--- config.mk ---
export PLATFORM = sky130hd
export DESIGN_NAME = memory_bus_priority_arbiter
export DESIGN_NICKNAME = d
export VERILOG_FILES = /design/src/logic/bus_arb_pkg.sv /design/src/logic/memory_bus_priority_arbiter.sv
export SDC_FILE = /design/constraint.sdc
export NUM_CORES = 1
export LEC_CHECK = 0
export BUFFER_PORTS_ARGS = -buffer_cell sky130_fd_sc_hd__buf_2
export CORE_AREA = 2 2 198 200
export DETAILED_ROUTE_END_ITERATION = 16
export DIE_AREA = 0 0 200 202
export GPL_ROUTABILITY_DRIVEN = 0
export GPL_TIMING_DRIVEN = 0
export PLACE_DENSITY = 0.66
export REMOVE_ABC_BUFFERS = 1
export SETUP_SLACK_MARGIN = 0.5
export SLEW_MARGIN = 20
export SYNTH_ARGS = -nofsm -noshare
export SYNTH_HDL_FRONTEND = slang
export SYNTH_SLANG_ARGS = --single-unit
--- constraint.sdc ---
create_clock -name clk -period 4.8 [get_ports clk]
set_input_delay 0 -clock clk [delete_from_list [all_inputs] [get_ports clk]]
set_output_delay 0 -clock clk [all_outputs]
set_load 0.01 [all_outputs]
--- src/logic/bus_arb_pkg.sv ---
`default_nettype none
package bus_arb_pkg;
   // ----------------------------------------
   // Widths of the memory and peripheral buses
   // ----------------------------------------
   localparam int PROG_AW = 22;
   localparam int DATA_AW = 32;
   localparam int DW = 32;
   localparam int PERIPH_AW = 16;

   // ----------------------------------------
   // Requester slots, lowest index is served last among the processor slots
   // ----------------------------------------
   localparam int NUM_REQ = 6;
   localparam int IDX_FETCH = 0;
   localparam int IDX_PRD = 1;
   localparam int IDX_DRD = 2;
   localparam int IDX_PWR = 3;
   localparam int IDX_DWR = 4;
   localparam int IDX_DMA = 5;
   localparam logic [2:0] OWNER_RST = 3'h0;

   // ----------------------------------------
   // Peripheral bus flavours and arbiter states
   // ----------------------------------------
   typedef enum logic [1:0] {FRAME_W16 = 2'h0, FRAME_W32 = 2'h1, FRAME_DMA = 2'h2} frame_t;
   // Idle and busy alternate on the usual path, so they differ in one bit only
   typedef enum logic [1:0] {ST_IDLE = 2'h0, ST_BUSY = 2'h1, ST_STALL = 2'h3} arb_state_t;

   // ----------------------------------------
   // Bus carriers
   // ----------------------------------------
   typedef struct packed {
      logic valid;
      logic [PROG_AW-1:0] addr;
      logic [DW-1:0] data;
   } prog_req_t;

   typedef struct packed {
      logic valid;
      logic write;
      logic wide;
      logic [DATA_AW-1:0] addr;
      logic [DW-1:0] data;
   } data_req_t;

   typedef struct packed {
      logic valid;
      logic write;
      logic wide;
      logic [PERIPH_AW-1:0] addr;
      logic [DW-1:0] wdata;
   } periph_t;
endpackage : bus_arb_pkg
`default_nettype wire

--- src/logic/memory_bus_priority_arbiter.sv ---
`timescale 1ns/1ps
`default_nettype none
module memory_bus_priority_arbiter
   import bus_arb_pkg::*;
#(
   parameter frame_t FRAME = FRAME_DMA
)
(
   input wire logic clk,
   input wire logic rst,
   input wire prog_req_t fetch,
   input wire prog_req_t prog_rd,
   input wire prog_req_t prog_wr,
   input wire data_req_t data_rd,
   input wire data_req_t data_wr,
   input wire data_req_t dma,
   input wire logic periph_rdy,
   input wire logic [DW-1:0] periph_rdata,
   output logic [NUM_REQ-1:0] held,
   output logic [NUM_REQ-1:0] done,
   output logic [NUM_REQ-1:0] refused,
   output logic [DW-1:0] rdata,
   output periph_t periph
);

   // ----------------------------------------
   // Size and requester checks
   // ----------------------------------------
   function automatic logic refuse_fn(input int idx, input logic wide);
      logic bad;
      bad = 1'b0;
      if (FRAME == FRAME_W16 && wide)
         bad = 1'b1;
      if (idx == IDX_DMA && FRAME != FRAME_DMA)
         bad = 1'b1;
      return bad;
   endfunction : refuse_fn

   // Fixed priority encoder; the DMA slot sits below every processor slot
   function automatic logic [2:0] pick_fn(input logic [NUM_REQ-1:0] hv);
      logic [2:0] w;
      w = 3'(IDX_DMA);
      // write slots never tie, so plain order suffices
      // read and fetch never tie either
      if (hv[IDX_DWR])
         w = 3'(IDX_DWR);
      else if (hv[IDX_PWR])
         w = 3'(IDX_PWR);
      else if (hv[IDX_DRD])
         w = 3'(IDX_DRD);
      else if (hv[IDX_PRD])
         w = 3'(IDX_PRD);
      else if (hv[IDX_FETCH])
         w = 3'(IDX_FETCH);
      return w;
   endfunction : pick_fn

   // ----------------------------------------
   // Normalised requests
   // ----------------------------------------
   data_req_t in_req [NUM_REQ];
   data_req_t hold_q [NUM_REQ];
   logic [NUM_REQ-1:0] hold_v_q;
   arb_state_t state_q;
   arb_state_t state_d;
   logic [2:0] owner_q;
   logic [2:0] win;
   logic grant_go;
   logic conflict;

   // program buses widen their 22-bit address, always a full word
   // data buses pass their 32-bit address unchanged
   always_comb
   begin
      in_req[IDX_FETCH] = '{fetch.valid, 1'b0, 1'b1, DATA_AW'(fetch.addr), fetch.data};
      in_req[IDX_PRD] = '{prog_rd.valid, 1'b0, 1'b1, DATA_AW'(prog_rd.addr), prog_rd.data};
      in_req[IDX_PWR] = '{prog_wr.valid, 1'b1, 1'b1, DATA_AW'(prog_wr.addr), prog_wr.data};
      in_req[IDX_DRD] = '{data_rd.valid, 1'b0, data_rd.wide, data_rd.addr, data_rd.data};
      in_req[IDX_DWR] = '{data_wr.valid, 1'b1, data_wr.wide, data_wr.addr, data_wr.data};
      in_req[IDX_DMA] = dma;
   end

   // ----------------------------------------
   // Holding slots, one per bus
   // ----------------------------------------
   // every bus owns a slot, so all three are taken in one cycle, except on the narrow flavour, which refuses every fetch
   for (genvar i = 0; i < NUM_REQ; i++)
   begin : g_slot
      logic take;
      logic clear;
      assign take = in_req[i].valid && !hold_v_q[i] && !refuse_fn(i, in_req[i].wide);
      assign clear = grant_go && (win == 3'(i));

      // slot frozen until its grant; a new capture only while empty
      always_ff @(posedge clk)
      begin
         if (rst)
         begin
            hold_v_q[i] <= 1'b0;
            hold_q[i] <= '0;
         end
         else if (take)
         begin
            hold_v_q[i] <= 1'b1;
            hold_q[i] <= in_req[i];
         end
         else if (clear)
         begin
            hold_v_q[i] <= 1'b0;
         end
      end

      // Refusal is a pulse; the master must not retry the same size
      always_ff @(posedge clk)
      begin
         if (rst)
            refused[i] <= 1'b0;
         else
            refused[i] <= in_req[i].valid && !hold_v_q[i] && refuse_fn(i, in_req[i].wide);
      end

      pend_hold_a: assert property (@(posedge clk) disable iff (rst)
         hold_v_q[i] && !clear |=> hold_v_q[i] && $stable(hold_q[i]))
         else $error("pending request changed before grant");
   end

   assign held = hold_v_q;

   // ----------------------------------------
   // Grant sequencing
   // ----------------------------------------
   assign win = pick_fn(hold_v_q);
   // processor and DMA meeting at once
   assign conflict = hold_v_q[IDX_DMA] && (|hold_v_q[IDX_DWR:IDX_FETCH]);
   assign grant_go = (state_q == ST_STALL) || (state_q == ST_IDLE && |hold_v_q && !conflict);

   // one sequencer resolves the requests of all six slots
   always_comb
   begin
      state_d = state_q;
      unique case (state_q)
         ST_IDLE:
         begin
            // grant at once; a DMA clash first spends one stall cycle
            if (conflict)
               state_d = ST_STALL;
            else if (|hold_v_q)
               state_d = ST_BUSY;
         end
         ST_STALL:
            state_d = ST_BUSY;
         ST_BUSY:
         begin
            if (periph_rdy)
               state_d = ST_IDLE;
         end
         default:
            state_d = ST_IDLE;
      endcase
   end

   // Arbiter state
   always_ff @(posedge clk)
   begin
      if (rst)
         state_q <= ST_IDLE;
      else
         state_q <= state_d;
   end

   // ----------------------------------------
   // Peripheral side of the bridge
   // ----------------------------------------
   // low 16 address bits, full data path, control bits
   // a wide word leaves as one access
   // both sizes pass unless the narrow flavour refused them
   always_ff @(posedge clk)
   begin
      if (rst)
      begin
         periph <= '0;
         owner_q <= OWNER_RST;
      end
      else if (grant_go)
      begin
         periph.valid <= 1'b1;
         periph.write <= hold_q[win].write;
         periph.wide <= hold_q[win].wide;
         periph.addr <= hold_q[win].addr[PERIPH_AW-1:0];
         periph.wdata <= hold_q[win].data;
         owner_q <= win;
      end
      else if (state_q == ST_BUSY && periph_rdy)
      begin
         periph.valid <= 1'b0;
      end
   end

   // Completion pulse to the owner and read data, held until the next completion
   always_ff @(posedge clk)
   begin
      if (rst)
      begin
         done <= '0;
         rdata <= '0;
      end
      else
      begin
         done <= '0;
         if (state_q == ST_BUSY && periph_rdy)
         begin
            done[owner_q] <= 1'b1;
            rdata <= periph_rdata;
         end
      end
   end

   // ----------------------------------------
   // Checks
   // ----------------------------------------
   // data write wins
   prio_dwr_a: assert property (@(posedge clk) disable iff (rst)
      grant_go && hold_v_q[IDX_DWR] |=> owner_q == 3'(IDX_DWR))
      else $error("data write lost arbitration");

   // data read over program read and fetch
   prio_drd_a: assert property (@(posedge clk) disable iff (rst)
      grant_go && hold_v_q[IDX_DRD] && !hold_v_q[IDX_DWR] && !hold_v_q[IDX_PWR]
      |=> owner_q == 3'(IDX_DRD))
      else $error("data read not served ahead of program reads");

   // exactly one stall cycle on a DMA clash
   dma_stall_a: assert property (@(posedge clk) disable iff (rst)
      state_q == ST_IDLE && conflict |=> state_q == ST_STALL ##1 state_q == ST_BUSY)
      else $error("DMA clash not delayed by one cycle");

   // narrow flavour never issues a word
   narrow_only_a: assert property (@(posedge clk) disable iff (rst)
      periph.valid |-> !(FRAME == FRAME_W16 && periph.wide))
      else $error("wide access on narrow peripheral bus");

   // DMA only granted on its flavour
   dma_gate_a: assert property (@(posedge clk) disable iff (rst)
      periph.valid && owner_q == 3'(IDX_DMA) |-> FRAME == FRAME_DMA)
      else $error("DMA granted on a bus without DMA access");

   // address taken from the winner's low bits
   addr_map_a: assert property (@(posedge clk) disable iff (rst)
      grant_go |=> periph.valid && periph.addr == $past(hold_q[win].addr[PERIPH_AW-1:0]))
      else $error("peripheral address not the winner's");

   // whole word in one access, completion the next cycle after ready
   one_beat_a: assert property (@(posedge clk) disable iff (rst)
      state_q == ST_BUSY && periph_rdy |=> $onehot(done) && state_q == ST_IDLE && !periph.valid)
      else $error("word transfer not completed in one access");

   // simultaneous fetch, read and write all captured together
   par_take_a: assert property (@(posedge clk) disable iff (rst)
      fetch.valid && data_rd.valid && data_wr.valid && !hold_v_q[IDX_FETCH]
      && !hold_v_q[IDX_DRD] && !hold_v_q[IDX_DWR] && FRAME != FRAME_W16
      |=> hold_v_q[IDX_FETCH] && hold_v_q[IDX_DRD] && hold_v_q[IDX_DWR])
      else $error("parallel buses not taken in one cycle");

endmodule : memory_bus_priority_arbiter
`default_nettype wire

==> results.md <==
STA:
- The shortest clock period the worst path allows after layout is 3130 ps.
- The final setup TNS is 0 ps.
- The hold violation count in the final report is 0.
- Between clock sinks in the finished design, the worst skew comes to 27.2 ps.
- Setup repair after global routing left no endpoint under its margin.
- The fmax is 319 MHz.
- The number of max-slew violations in the final report was 0.
- Hold is met by 230 ps.
- The final number of setup-violating endpoints is 0.
- The worst slew slack as a fraction of its limit is 0.284.
- In the finished design, the share of the clock period the worst path needs comes to 0.653.
- The slew of the pin with the lowest slew margin is 1070 ps.

Worst setup path:
- STA puts the critical path data arrival time at 3580 ps.
- The depth of the worst register-to-register path is 6.
- By startpoint and endpoint, the worst setup path is classified as reg2reg.
- The worst register-to-register path ends at periph[14].
- Walking the worst path, the cells encountered are buf_16 > or4_4 > o21ai_4 > a31o_4 > nor2_1 > nor4_1.
- The critical-path cell with the highest stage delay is sky130_fd_sc_hd__or4_4.
- The worst path required time is 5250 ps.
- The sort of element at the end of the critical path is a flip-flop.
- The launch instance of the worst register-to-register path is held[3].
- STA classifies the critical path startpoint as a flip-flop.
- The largest stage delay on the critical path is 760 ps.
- Setup slack on the worst reg-to-reg path comes out at 1670 ps.
- The largest fanout on the critical path is 57.

CTS:
- The clock-pin slew on the worst setup and hold paths is 60 ps.
- The number of setup buffers added after CTS is 0.
- The number of buffers added to fix hold violations after cts is 332.
- The number of clock buffers added by TritonCTS is 42.
- TritonCTS built the clock tree.
- The H-tree depth reported by CTS is 2.
- The root buffer cell chosen for the clock tree is sky130_fd_sc_hd__clkbuf_16.
- The longest clock path from root to sink contains 3 buffers.
- The clock insertion delay at the later pin of the skew report is 570 ps.
- Post-CTS repair changed the size of 0 cells.
- The clock net in this run drives a total of 396 sinks.

Power and ir drop:
- Summed over all nets, the switching power comes to 0.00268 W.
- The cell area power density is 386 nW/µm².
- The sequential cell fraction of total power is 0.452.
- The leakage dissipation is 10.2 nW.
- The share of total power dissipated in combinational logic is 0.213.
- VDD sags by at most 304 µV.
- Of the total power, the clock network draws 0.335.
- The switching share of total power is 0.285.
- Internal power comes to 0.00673 W.

Outcome:
- The flow ran to the end, and the final reports show no timing, DRC or antenna violations.

Global route:
- The most heavily used metal layer in global routing is met2.
- The wire length of the first global-routing pass is 86.9 mm.
- In the global route stage, met2 resource usage came out at 0.506.
- For met3 alone, demand over resource in global routing was 0.0557.
- In the global route stage, overall resource usage came out at 0.292.
- Entering global routing, the biggest net connects 73 pins.
- The via count of the first global-routing pass came to 15000.
- The number of antenna violations at the first check in global routing was 8.
- The routing usage on met1 is 0.349.
- The total overflow left after global routing is 0.

Route:
- The routed design has 59.5 mm of wire.
- The residual antenna-violating net count after detailed routing is 0.
- The total number of vias is 14200.
- After detailed routing, the number of vias per cell comes to 5.32.
- Before antenna repair, the detailed router went through 5 iterations.
- The detailed-route DRC error count is 0.
- After detailed routing, the average wire length per cell comes to 22.3 µm.
- For this block, the initial DRC count from the detailed router was 913.

Synthesis:
- The portion of the post-synthesis area used by sequential elements is 0.653.
- The cell area after synthesis is 16700 µm².
- In the synthesized netlist the async set-or-reset flop fraction comes to 0.
- During synthesis, Yosys emitted a total of 0 warnings.
- Among all flip-flop cells after synthesis, the most frequent one is sky130_fd_sc_hd__edfxtp_1.
- In the synthesized netlist, the number of instances is 1383.
- The flip-flop and latch count after synthesis is 396.
- After synthesis, the netlist uses 50 different library cells.
- Yosys mapped a number of flops with a built-in enable equal to 295.
- The mean instance size in the synthesized netlist is 12.1 µm².

Run:
- The number of max-cap violations is 0.

Min path:
- The cell depth of the worst min-delay path is 3.
- The origin of the worst min-delay path is data_rd[21].
- The kind of path behind the tightest hold check is in2reg.
- The worst hold path terminates at hold_q[2][21].

Layout:
- The top cell types in the final layout, fill and taps aside, are 426 x sky130_fd_sc_hd__buf_2, 332 x sky130_fd_sc_hd__dlygate4sd3_1, 295 x sky130_fd_sc_hd__edfxtp_1.
- The count of nets after finishing is 2512.
- The share of post-route cells with drive strength above 1 is 0.255.
- Relative to the synthesized area, the layout overhead comes to 46.3%.
- Once layout is complete, the utilization of the core stands at 0.637.
- The most common cell after layout, fill and taps aside is sky130_fd_sc_hd__buf_2.
- The finished cells cover 24400 µm².

Floorplanning:
- The number of placement rows is 72.
- The y dimension of the die is 202 µm.
- The die covers 40400 µm².
- From left edge to right edge, the die measures 200 µm.
- The initial cell density of the core is 0.435.
- The core region is 38300 µm².
- The I/O pin count is 502.

Place:
- Input and output buffers added on the ports amount to 427.
- Once detailed placement completed, the half-perimeter wirelength came to 36.0 mm.
- The placed instances occupy a cell area of 19700 µm².
routing by layer:
| layer | vias to the layer above | routed length, µm |
|---|---|---|
| met3 | 152 | 4690 |
| met1 | 6885 | 22900 |
| li1 | 6430 | - |
| met4 | 0 | 2240 |
| met5 | - | 0 |
| met2 | 717 | 29600 |
worst max-delay path: cells and delay by family, from the launching register on:
kind	cells	cell delay (ps)
AND/OR/NAND/NOR	3	1220
AO/OA/AOI/OAI	2	990
flip-flops	1	480
buffers and inverters	1	260
cells in the mapped netlist (all sizes together) (2+ instances only):
library cell / number / area, µm²
a211oi: 36 / 270
a21oi: 39 / 199
a221o: 33 / 330
a221oi: 15 / 131
a22oi: 17 / 128
a311oi: 2 / 17.5
and2: 294 / 1840
and3: 50 / 313
buf: 24 / 169
clkbuf: 90 / 338
dfxtp: 101 / 2020
edfxtp: 295 / 8860
ha: 3 / 37.5
inv: 5 / 18.8
nand2: 176 / 661
nand2b: 9 / 56.3
nor2: 67 / 251
nor2b: 2 / 12.5
nor4: 50 / 319
nor4bb: 34 / 340
o211ai: 15 / 113
o21ai: 3 / 26.3
o22ai: 2 / 12.5
o31a: 2 / 17.5
or3: 2 / 17.5
logic make-up (layout without fill, tap and decap cells):
group                      after synthesis  after routing  share of synthesized area
and+or+nand+nor                        691            691                      0.232
DFF                                    396            396                      0.653
AOI/OAI and AO/OA                      172            172                     0.0803
buffers and inverters                  119            872                     0.0315
adders and majority gates                3              3                    0.00225
other                                    1             15                   0.000225
muxes                                    1              1                   0.000676
layout make-up:
type	instances	area, µm²
inverters	5	18.8
multi-input cells	873	5420
repair buffers	790	6060
clock inverters	12	75.1
clock buffers	65	1240
flip-flops and latches	396	10900
fillers	2820	13900
well taps	518	648
diodes	9	22.5
flip-flops by register name (all words and copies together) (netlist names):
signal / cells
owner_q: 3
state_q: 2
periph: 51
hold_q: 296
held: 6
rdata: 32
done: 6
power groups by stage:
stage | clock network, W | logic [W] | registers [W]
finish | 0.00315 | 0.00200 | 0.00426
global route | 0.00331 | 0.00216 | 0.00430
CTS | 0.00318 | 0.00199 | 0.00425
detailed placement | 0 | 0.00177 | 0.00432
global placement | 0 | 0.00158 | 0.00436
floorplan | 0 | 0.000772 | 0.00438
through the flow:
step                total power [W]  std cells  worst slack [ps]
finish                      0.00941       2668              1670
global route                0.00977       2667              1520
CTS                         0.00942       2659              1720
detailed placement          0.00609       2250              1750
global placement            0.00594       2219             -3720
floorplan                   0.00515       1274               700
how the worst max path moves through the flow:
stage,end,cells past startpoint,startpoint
after floorplan,periph[0],4,held[3]
after global placement,periph[41],3,held[3]
after detailed placement,periph[22],6,held[3]
after CTS,periph[22],6,held[3]
after global routing,periph[22],6,held[3]
final,periph[14],6,held[3]
(Power assumes the default switching activity.)
